$ cat src/hcie_defines.svh
/*
  Register offsets, field positions, bit masks and reset values of the
  host controller interrupt event block.
  Assumes it is included by its bare name from the design module and the
  testbench.
*/
`ifndef HCIE_DEFINES_SVH
`define HCIE_DEFINES_SVH

// byte offsets on the register bus
`define HCIE_OFS_CHAN_SET     8'h78
`define HCIE_OFS_CHAN_CLR     8'h7C
`define HCIE_OFS_EVT_SET      8'h80
`define HCIE_OFS_EVT_CLR      8'h84
`define HCIE_OFS_ENA_SET      8'h88
`define HCIE_OFS_ENA_CLR      8'h8C
`define HCIE_OFS_CTRL         8'hF0

// reset values
`define HCIE_RST_WORD         32'h0000_0000
`define HCIE_RST_BIT          1'h0

// event bit positions
`define HCIE_B_GATE           31
`define HCIE_B_NVM            30
`define HCIE_B_SOFT           29
`define HCIE_B_TARDY          27
`define HCIE_B_PHYBYTE        26
`define HCIE_B_OVERLONG       25
`define HCIE_B_HALT           24
`define HCIE_B_MISMATCH       23
`define HCIE_B_MISSED         22
`define HCIE_B_SECS6          21
`define HCIE_B_PERIOD         20
`define HCIE_B_PHYIRQ         19
`define HCIE_B_CSRFAULT       18
`define HCIE_B_REINIT         17
`define HCIE_B_IDENT          16
`define HCIE_B_IDENT2         15
`define HCIE_B_ATOMIC         9
`define HCIE_B_BUFWR          8
`define HCIE_B_PRX            7
`define HCIE_B_PTX            6

// cycle timer field positions
`define HCIE_T_SECS6          31
`define HCIE_T_TICK0          12

// bit masks
`define HCIE_EVT_WMASK        32'h6FFF_833F
`define HCIE_ENA_WMASK        32'hEFFF_83FF
`define HCIE_HALT_BLOCK       32'h0000_003F
`define HCIE_CTRL_B_TARDY     0
`define HCIE_CTRL_B_ROLE      1

`endif

$ cat src/hcie_pkg.sv
/*
  Types of the host controller interrupt event block: bus state and the
  packed state record of the module.
  Assumes nothing beyond the defines header.
*/
package hcie_pkg;

  typedef enum logic [0:0] {
    HCIE_ST_IDLE,
    HCIE_ST_ACC
  } hcie_bus_st_t;

  typedef struct packed {
    hcie_bus_st_t bus_st;
    logic         hreadyout;
    logic [31:0]  hrdata;
    logic [7:0]   acc_addr;
    logic         acc_write;
    logic [31:0]  event_flags;
    logic [31:0]  event_enable;
    logic [31:0]  rx_channel_mask_low;
    logic         late_ack_allow;
    logic         timing_root_role;
    logic [31:0]  src_prev;
    logic         secs6_prev;
    logic         tick0_prev;
    logic         irq;
  } hcie_state_t;

endpackage : hcie_pkg

$ cat src/hcie_events.sv
/*
  Interrupt event, enable and channel receive mask registers of a serial
  bus host controller, reached over an AHB-Lite slave port.
  Assumes every event source is driven by logic on hclk, the only slave on
  its bus (hreadyout is the bus hready) and single word transfers only.
*/
// Implementation choice: the AHB-Lite interface to the registers.
// Overview of operation
// - each low channel mask bit one enables reception on that channel.
// - event bit sets on source rising edge or software write-one at set.
// - event bit clears only by write-one at clear address; bit 16 also by bus reinit.
// - set address reads raw events; clear address reads events AND enables.
// - both enable addresses read enables; write-one sets or clears them.
// - gate bit 31 zero blocks interrupt; does not alter masked read.
// - bit 30 flags memory read done; software should keep it cleared.
// - bit 29 is software only, enabled by enable bit 29.
// - bit 27 sets on late-ack conditions while late-ack allowed.
// - bit 26 sets when a phy register byte arrives.
// - as timing root, overlong cycle sets bit 25 and drops root role.
// - bit 24 sets on fatal halt; blocks context events while set.
// - bit 23 sets when received cycle start mismatches local timer.
// - bit 22 flags a missed period, possibly predicted.
// - bit 21 sets whenever seconds counter bit six changes.
// - bit 20 sets when the cycle count low bit toggles.
// - bit 19 phy interrupt request; bit 18 register access fault.
// - bit 17 on bus reinit; bit 16 on ident end, cleared by 17.
// - bit 15 sets with bit 16 and survives bus reinit.
// - bit 9 atomic reply fault; bit 8 buffered write fault.
// - bits 7 and 6 are unlatched read-only summaries.
// - bits 5..0 set on packet stored and dma command completion.
`timescale 1ns/1ns
`default_nettype none
`include "hcie_defines.svh"

module hcie_events (
  input  wire logic        hclk,
  input  wire logic        hresetn,
  input  wire logic        hsel,
  input  wire logic [31:0] haddr,
  input  wire logic [1:0]  htrans,
  input  wire logic        hwrite,
  input  wire logic [2:0]  hsize,
  input  wire logic [31:0] hwdata,
  input  wire logic        hready,
  output logic             hreadyout,
  output logic             hresp,
  output logic [31:0]      hrdata,
  input  wire logic        nvm_read_done,
  input  wire logic        host_fifo_pending,
  input  wire logic        phys_resp_busy,
  input  wire logic        late_ack_sent,
  input  wire logic        phy_byte_arrived,
  input  wire logic        overlong_cycle,
  input  wire logic        fatal_halt,
  input  wire logic        rx_cycle_start,
  input  wire logic [6:0]  rx_timer_secs,
  input  wire logic [12:0] rx_timer_tick,
  input  wire logic [31:0] cycle_timer,
  input  wire logic        missed_period,
  input  wire logic        phy_irq_request,
  input  wire logic        csr_access_fault,
  input  wire logic        link_reinit_seen,
  input  wire logic        ident_stream_done,
  input  wire logic        atomic_reply_fault,
  input  wire logic        buffered_write_fault,
  input  wire logic        periodic_rx_summary,
  input  wire logic        periodic_tx_summary,
  input  wire logic        reply_pkt_stored,
  input  wire logic        request_pkt_stored,
  input  wire logic        rx_reply_dma_done,
  input  wire logic        rx_request_dma_done,
  input  wire logic        tx_reply_dma_done,
  input  wire logic        tx_request_dma_done,
  output logic [31:0]      rx_channel_mask_low,
  output logic             late_ack_allow,
  output logic             timing_root_role,
  output logic             irq
);

  hcie_pkg::hcie_state_t st_reg;
  hcie_pkg::hcie_state_t st_next;

  logic        take;
  logic [31:0] src_now;
  logic [31:0] rise;
  logic [31:0] hw_set;
  logic        timer_mismatch;
  logic        wr_cycle;
  logic [31:0] sw_set_ev;
  logic [31:0] sw_clr_ev;
  logic [31:0] sw_set_ena;
  logic [31:0] sw_clr_ena;
  logic [31:0] masked_ev;
  logic [31:0] raw_ev;

  // outputs straight from the state flops, except hresp tied low
  assign hreadyout           = st_reg.hreadyout;
  assign hresp               = 1'h0;
  assign hrdata              = st_reg.hrdata;
  assign rx_channel_mask_low = st_reg.rx_channel_mask_low;
  assign late_ack_allow      = st_reg.late_ack_allow;
  assign timing_root_role    = st_reg.timing_root_role;
  assign irq                 = st_reg.irq;

  // address phase accepted only on a real transfer with the bus ready
  assign take     = hsel && htrans[1] && hready;
  assign wr_cycle = (st_reg.bus_st == hcie_pkg::HCIE_ST_ACC) && st_reg.acc_write;

  // software write strobes, applied in the single data-phase cycle
  assign sw_set_ev  = (wr_cycle && st_reg.acc_addr == `HCIE_OFS_EVT_SET) ?
                      (hwdata & `HCIE_EVT_WMASK) : `HCIE_RST_WORD;
  assign sw_clr_ev  = (wr_cycle && st_reg.acc_addr == `HCIE_OFS_EVT_CLR) ?
                      (hwdata & `HCIE_EVT_WMASK) : `HCIE_RST_WORD;
  assign sw_set_ena = (wr_cycle && st_reg.acc_addr == `HCIE_OFS_ENA_SET) ?
                      (hwdata & `HCIE_ENA_WMASK) : `HCIE_RST_WORD;
  assign sw_clr_ena = (wr_cycle && st_reg.acc_addr == `HCIE_OFS_ENA_CLR) ?
                      (hwdata & `HCIE_ENA_WMASK) : `HCIE_RST_WORD;

  // timer compare
  // seconds sit in timer bits 31:25, count in 24:12
  assign timer_mismatch = rx_cycle_start &&
                          ((rx_timer_secs != cycle_timer[31:25]) ||
                           (rx_timer_tick != cycle_timer[24:12]));

  // unlatched summaries
  // the per-context AND/OR happens upstream; only read here
  assign raw_ev    = st_reg.event_flags |
                     ({31'h0000_0000, periodic_rx_summary} << `HCIE_B_PRX) |
                     ({31'h0000_0000, periodic_tx_summary} << `HCIE_B_PTX);
  assign masked_ev = raw_ev & st_reg.event_enable & ~(32'h0000_0001 << `HCIE_B_GATE);

  // level sources gathered by bit position; edges taken below
  always_comb begin
    src_now = `HCIE_RST_WORD;
    src_now[`HCIE_B_NVM]      = nvm_read_done;
    src_now[`HCIE_B_TARDY]    = st_reg.late_ack_allow &&
                                (host_fifo_pending || phys_resp_busy || late_ack_sent);
    src_now[`HCIE_B_PHYBYTE]  = phy_byte_arrived;
    src_now[`HCIE_B_OVERLONG] = overlong_cycle && st_reg.timing_root_role;
    src_now[`HCIE_B_HALT]     = fatal_halt;
    src_now[`HCIE_B_MISMATCH] = timer_mismatch;
    src_now[`HCIE_B_MISSED]   = missed_period;
    src_now[`HCIE_B_PHYIRQ]   = phy_irq_request;
    src_now[`HCIE_B_CSRFAULT] = csr_access_fault;
    src_now[`HCIE_B_REINIT]   = link_reinit_seen;
    src_now[`HCIE_B_IDENT]    = ident_stream_done;
    src_now[`HCIE_B_ATOMIC]   = atomic_reply_fault;
    src_now[`HCIE_B_BUFWR]    = buffered_write_fault;
    src_now[5]                = reply_pkt_stored;
    src_now[4]                = request_pkt_stored;
    src_now[3]                = rx_reply_dma_done;
    src_now[2]                = rx_request_dma_done;
    src_now[1]                = tx_reply_dma_done;
    src_now[0]                = tx_request_dma_done;
  end

  genvar gi;
  generate
    for (gi = 0; gi < 32; gi = gi + 1) begin : g_edge
      assign rise[gi] = src_now[gi] && !st_reg.src_prev[gi];
    end
  endgenerate

  // hardware set vector: edges, timer flips and the blocking during halt
  always_comb begin
    hw_set = rise & `HCIE_EVT_WMASK;
    hw_set[`HCIE_B_SOFT]   = 1'h0;
    hw_set[`HCIE_B_IDENT2] = rise[`HCIE_B_IDENT];
    hw_set[`HCIE_B_SECS6]  = cycle_timer[`HCIE_T_SECS6] != st_reg.secs6_prev;
    hw_set[`HCIE_B_PERIOD] = cycle_timer[`HCIE_T_TICK0] != st_reg.tick0_prev;
    // block context events
    // the halted contexts are not identified here, so all are held off
    if (st_reg.event_flags[`HCIE_B_HALT]) begin
      hw_set = hw_set & ~`HCIE_HALT_BLOCK;
    end
  end

  // next state: bus slave, registers and interrupt
  always_comb begin
    st_next = st_reg;
    st_next.src_prev   = src_now;
    st_next.secs6_prev = cycle_timer[`HCIE_T_SECS6];
    st_next.tick0_prev = cycle_timer[`HCIE_T_TICK0];

    // set, clear
    // a set in the same cycle wins over the clear, so no event is lost
    st_next.event_flags = ((st_reg.event_flags & ~sw_clr_ev) | sw_set_ev | hw_set)
                          & `HCIE_EVT_WMASK;
    if (rise[`HCIE_B_REINIT]) begin
      st_next.event_flags[`HCIE_B_IDENT] = 1'h0;
    end

    st_next.event_enable = ((st_reg.event_enable | sw_set_ena) & ~sw_clr_ena)
                           & `HCIE_ENA_WMASK;

    if (wr_cycle && st_reg.acc_addr == `HCIE_OFS_CHAN_SET) begin
      st_next.rx_channel_mask_low = st_reg.rx_channel_mask_low | hwdata;
    end else if (wr_cycle && st_reg.acc_addr == `HCIE_OFS_CHAN_CLR) begin
      st_next.rx_channel_mask_low = st_reg.rx_channel_mask_low & ~hwdata;
    end

    // control word: late-ack allow and timing root role
    if (wr_cycle && st_reg.acc_addr == `HCIE_OFS_CTRL) begin
      st_next.late_ack_allow   = hwdata[`HCIE_CTRL_B_TARDY];
      st_next.timing_root_role = hwdata[`HCIE_CTRL_B_ROLE];
    end
    // overlong drops root role
    // hardware drop wins over a write in the same cycle
    if (rise[`HCIE_B_OVERLONG]) begin
      st_next.timing_root_role = 1'h0;
    end

    st_next.irq = st_reg.event_enable[`HCIE_B_GATE] && (|masked_ev);

    // bus slave: one wait state so writes land before the next access
    case (st_reg.bus_st)
      hcie_pkg::HCIE_ST_IDLE: begin
        st_next.hreadyout = 1'h1;
        if (take) begin
          st_next.bus_st    = hcie_pkg::HCIE_ST_ACC;
          st_next.hreadyout = 1'h0;
          st_next.acc_addr  = haddr[7:0] & 8'hFC;
          st_next.acc_write = hwrite;
        end
      end
      hcie_pkg::HCIE_ST_ACC: begin
        st_next.bus_st    = hcie_pkg::HCIE_ST_IDLE;
        st_next.hreadyout = 1'h1;
        if (!st_reg.acc_write) begin
          case (st_reg.acc_addr)
            `HCIE_OFS_CHAN_SET: st_next.hrdata = st_reg.rx_channel_mask_low;
            `HCIE_OFS_CHAN_CLR: st_next.hrdata = st_reg.rx_channel_mask_low;
            `HCIE_OFS_EVT_SET:  st_next.hrdata = raw_ev;
            `HCIE_OFS_EVT_CLR:  st_next.hrdata = masked_ev;
            `HCIE_OFS_ENA_SET:  st_next.hrdata = st_reg.event_enable;
            `HCIE_OFS_ENA_CLR:  st_next.hrdata = st_reg.event_enable;
            `HCIE_OFS_CTRL:     st_next.hrdata = {30'h0000_0000,
                                                  st_reg.timing_root_role,
                                                  st_reg.late_ack_allow};
            default:            st_next.hrdata = `HCIE_RST_WORD;
          endcase
        end
      end
      default: begin
        st_next.bus_st    = hcie_pkg::HCIE_ST_IDLE;
        st_next.hreadyout = 1'h1;
      end
    endcase
  end

  // state register
  always_ff @(posedge hclk or negedge hresetn) begin
    if (!hresetn) begin
      st_reg.bus_st              <= hcie_pkg::HCIE_ST_IDLE;
      st_reg.hreadyout           <= 1'h1;
      st_reg.hrdata              <= `HCIE_RST_WORD;
      st_reg.acc_addr            <= 8'h00;
      st_reg.acc_write           <= `HCIE_RST_BIT;
      st_reg.event_flags         <= `HCIE_RST_WORD;
      st_reg.event_enable        <= `HCIE_RST_WORD;
      st_reg.rx_channel_mask_low <= `HCIE_RST_WORD;
      st_reg.late_ack_allow      <= `HCIE_RST_BIT;
      st_reg.timing_root_role    <= `HCIE_RST_BIT;
      st_reg.src_prev            <= `HCIE_RST_WORD;
      st_reg.secs6_prev          <= `HCIE_RST_BIT;
      st_reg.tick0_prev          <= `HCIE_RST_BIT;
      st_reg.irq                 <= `HCIE_RST_BIT;
    end else begin
      st_reg <= st_next;
    end
  end
endmodule : hcie_events
`default_nettype wire

$ cat config.mk
export PLATFORM = sky130hd
export DESIGN_NAME = hcie_events
export DESIGN_NICKNAME = d
export VERILOG_FILES = /design/src/hcie_pkg.sv /design/src/hcie_events.sv
export VERILOG_INCLUDE_DIRS = /design/src
export SDC_FILE = /design/constraint.sdc
export NUM_CORES = 1
export LEC_CHECK = 0
export BUFFER_PORTS_ARGS = -buffer_cell sky130_fd_sc_hd__buf_2
export CAP_MARGIN = 20
export CORE_ASPECT_RATIO = 0.7
export CORE_MARGIN = 3
export CORE_UTILIZATION = 47
export DETAILED_ROUTE_END_ITERATION = 16
export GPL_TIMING_DRIVEN = 0
export HOLD_SLACK_MARGIN = 0.05
export PLACE_DENSITY = 0.86
export SYNTH_ARGS = -nofsm -noshare
export SYNTH_HDL_FRONTEND = slang
export SYNTH_SLANG_ARGS = --single-unit
$ cat constraint.sdc
create_clock -name hclk -period 1.9 [get_ports hclk]
set_input_delay 0.475 -clock hclk [delete_from_list [all_inputs] [get_ports hclk]]
set_output_delay 0.475 -clock hclk [all_outputs]
set_load 0.05 [all_outputs]
# --- Word level (Yosys, flattened, before mapping) ---
# Cells that the tools add are included.
word_totals:
  regBits: 146
  inputBits: 149
  output_inout_bits: 69
  word_cells: 115
classes:
  n_eq_ne: 11
  mux: 13
  bitwise: 15
  n_reduce_logical: 62
op_table:
  columns: ["cell", "count"]
  rows:
  - ["$pmux 32 s5", 1]
  - ["$mux 32", 4]
  - ["$and 32x32->32", 2]
  - ["$not 32->32", 2]
  - ["$or 32x32->32", 2]
  - ["$and 31x31->31", 2]
  - ["$mux 31", 2]
  - ["$or 31x31->31", 2]
  - ["$logic_and 1x1->1", 33]
  - ["$not 31->31", 1]
  - ["$or 31x7->31", 1]
  - ["$or 31x8->31", 1]
  - ["$reduce_or 31->1", 1]
  - ["$eq 6x6->1 const B", 5]
  - ["$logic_not 1->1", 19]
  - ["$ne 13x13->1", 1]
  - ["$eq 6x5->1 const B", 2]
  - ["$ne 7x7->1", 1]
  - ["$mux 6", 1]
  - ["$pmux 2 s2", 1]
  - ["$reduce_and 2->1", 2]
  - ["$reduce_bool 2->1", 2]
  - ["$reduce_or 2->1", 2]
  - ["$logic_or 1x1->1", 3]
  - ["4 further kinds", 8]

# --- Longest topological paths before layout ---
depth:
  depth_word: 8
  mapped_depth: 7
  depth_no_buf: 5

# --- Least setup slack after synthesis ---
# OpenSTA, ideal clock, no wires.
synth_path:
  path_kind: "reg2reg"
  start: "reg st_reg[140] (netlist name)"
  end: "reg st_reg[75] (netlist name)"
  setup_time_ns: 0.125
  arrival_ns: 1.911
  required_ns: 1.775
  setup_slack_ns: -0.136
  path_stages_with_launch: 7
  path_buffers: 2
  period_less_slack_ns: 2.036
  cell_sequence: "dfrtp_1 > or4b_4 > buf_2 > nor3_4 > buf_6 > nand2_1 > mux2_4"
synth_lines:
  columns: ["element", "line_no", "rtl"]
  rows:
  - ["from (decl)", "hcie_events.sv:80", "hcie_pkg::hcie_state_t st_reg;"]
  - ["from (signal assigned)", "hcie_events.sv:269", "st_reg <= st_next;"]

==> reports/qor.txt <==
first-pass GRT wire length: 30.93 mm
total number of vias: 6054
peak supply drop: 744.1 uV
Post-synth top flop: dfrtp_1
Period minus WS final: 2.059 ns
vias in the first global route: 5887
nets: 1033
most common cell after layout, fill and taps aside: buf_2
Final Slew Violations: 0
# Max-Cap Violations: 0
Period Utilization, post-route: 108.4%
Core Footprint: 14230 sq um
total negative slack for setup checks: -5.401 ns
number of synthesized flops with an enable pin: 0
clock transition at the registers of the reported paths: 0.06 ns
Syn Area/Cell: 10.41 sq um
CP required: 2.20 ns
I/O pin count: 218
setup repair after global routing missed its margin: yes
number of routed nets with antenna violations: 0
HPWL reported at the end of detailed placement: 14.27 mm
DRC violations left: 0
final core utilization: 65.27%
Worst Slack Setup Final: -0.1587 ns
commonest non-fill, non-tap cells in the layout: buf_2 (173), dfrtp_1 (145), nand2_1 (110)
area of the die: 16390 sq um
Root Buffer: clkbuf_16
Starting Density: 49.09%
maximum level of the CTS H-tree: 4
Static Leak: 4.664 nW
fraction of final layout cells with drive strength greater than 1: 47.38%
worst clock skew on the final layout: 0.01122 ns
Worst setup EP type: flip-flop
clock sinks: 146
slew at the pin closest to its max-slew limit: 0.6295 ns
critical setup path kind: reg -> reg
total track usage: 24.96%
number of CTS-inserted buffers: 17
signal arrival time at the worst endpoint: 2.36 ns
Syn-to-layout area delta: 32.97%
Synth warnings: 0
clock network latency to the later pin of the worst-skew pair: 0.43 ns
Rel. slew slack: 58.03%
post-synthesis net count: 820
status: finished, violations left
fmax: 485.7 MHz
largest net degree at the start of global routing: 81
number of buffers added to fix hold violations after cts: 0
Bufs on Longest Clock Path: 2
routed length per placed instance: 19.14 um
setup violation total in the final timing report: 65
total count of hold-check failures in the final report: 0
instance count of the mapped netlist: 671
Die W: 151.7 um
CTS tree: yes
sum of routed wire length over all layers: 20.83 mm
Min-Delay Path Class: in -> async
Rows: 36
count of input and output buffers: 174
residual overflow from global routing: 0
distinct cell type count after synthesis: 41
power density relative to cell area: 896.4 nW/um^2
Placer Congestion: 0.8976
startpoint type of the worst setup path: flip-flop
number of vias per cell: 5.564
detailed-router iteration count before antenna repair: 6
worst slack at placement: -0.3898 ns
post-synthesis sequential element count: 146
DIE HEIGHT: 108.0 um
async set-reset flop share out of synthesis: 100.0%
violated checks: setup timing
highest fanout seen on the critical path: 6
initial DRC count: 565
summed instance area of the synthesized netlist: 6987 sq um
initial antenna violation count: 4
share of the yosys chip area belonging to registers: 52.31%
==> cell usage after synthesis, drive strengths merged (4+ instances only) <==
master  number  area share (%)
dfrtp      145              52
nor4         5            0.54
xnor2        8             1.0
nand2      138             7.4
o21ai       34             2.4
inv         10            0.54
mux2        58              10
clkbuf      25             1.3
a21oi       24             1.7
a222oi       7             1.0
nand4        4            0.36
buf         75             7.9
xor2        14             1.8
o22ai       25             2.2
nor2        36             1.9
a22oi        9            0.97
a221oi       4            0.50
nor2b       14             1.3
a221o       15             2.1
==> report_power, final <==
group	switching [mW]	total (mW)	internal, mW
sequential	0.156	3.45	3.30
combinational	0.955	1.51	0.550
clock	1.33	3.37	2.04
total	2.44	8.33	5.89
==> layer usage <==
layer / vias up / part of all wire (%) / track usage [%]
li1: 2684 / - / -
met1: 2911 / 40 / 33.30
met2: 399 / 45 / 38.81
met3: 54 / 12 / 8.127
met4: 6 / 2.3 / 8.333
met5: - / 0.22 / 0
==> worst max-delay path: stages (launching register included) <==
cell	delay (ns)
dfrtp_1	0.38
or4b_4	0.59
buf_8	0.16
nor3_4	0.11
buf_6	0.19
buf_8	0.15
nand2_2	0.06
mux2_4	0.30
==> logic make-up after synthesis <==
kind of cell,after synthesis,share of synthesized area [%]
compound gates,124,11.75
xor+xnor,22,2.758
buf+inv,111,9.814
flops,146,52.31
mux,59,10.51
other cells,1,0.05367
simple gates,208,12.80
==> path summary, 6_finish.rpt <==
| path | endpoint | cells after the start | start | slack, ns |
|---|---|---|---|---|
| setup / recovery | st_reg[86]$_DFF_PN0_ | 7 | st_reg[140]$_DFFE_PN0P_ | -0.16 |
| hold / removal | hrdata[2]$_DFFE_PN0P_ | 1 | hresetn | 0.04 |
| setup reg to reg | st_reg[86]$_DFF_PN0_ | 7 | st_reg[140]$_DFFE_PN0P_ | -0.16 |
| hold reg to reg | hrdata[28]$_DFFE_PN0P_ | 2 | hrdata[28]$_DFFE_PN0P_ | 0.48 |
| max in group asynchronous | hreadyout$_DFF_PN1_ | 2 | hresetn | 1.03 |
| min in group hclk | st_reg[20]$_DFF_PN0_ | 1 | link_reinit_seen | 0.16 |
==> area by class of cell <==
type / instances / area (sq um)
clock inverter: 11 / 127.6
sequential: 146 / 3655
antenna: 1 / 2.502
fill: 1063 / 4943
multi-input combinational: 414 / 2875
clock buffer: 21 / 470.5
buffer: 98 / 737.0
inverter: 11 / 41.29
tap: 190 / 237.7
timing repair buffer: 196 / 1144
==> per-stage QoR <==
step	hold slack, ns	power (mW)	cell area [sq um]	std cells
after floorplan	0.1794	4.278	6998	671
after global placement	0.4638	4.745	8107	1035
after detailed placement	0.4724	4.787	8140	1036
after CTS	0.06452	8.234	9080	1084
after global routing	0.09085	8.620	9290	1088
final	0.03632	8.328	9290	1088
==> repair_timing <==
| item | 4_1_cts | 5_1_grt |
|---|---|---|
| buffers inserted | 13 | 4 |
| gates cloned | 4 | 1 |
| gates resized for setup | 66 | 80 |
| pin swaps | 20 | 17 |
| setup endpoints to repair | 99 | 109 |
Note: power is estimated with default switching activity, not from simulation.
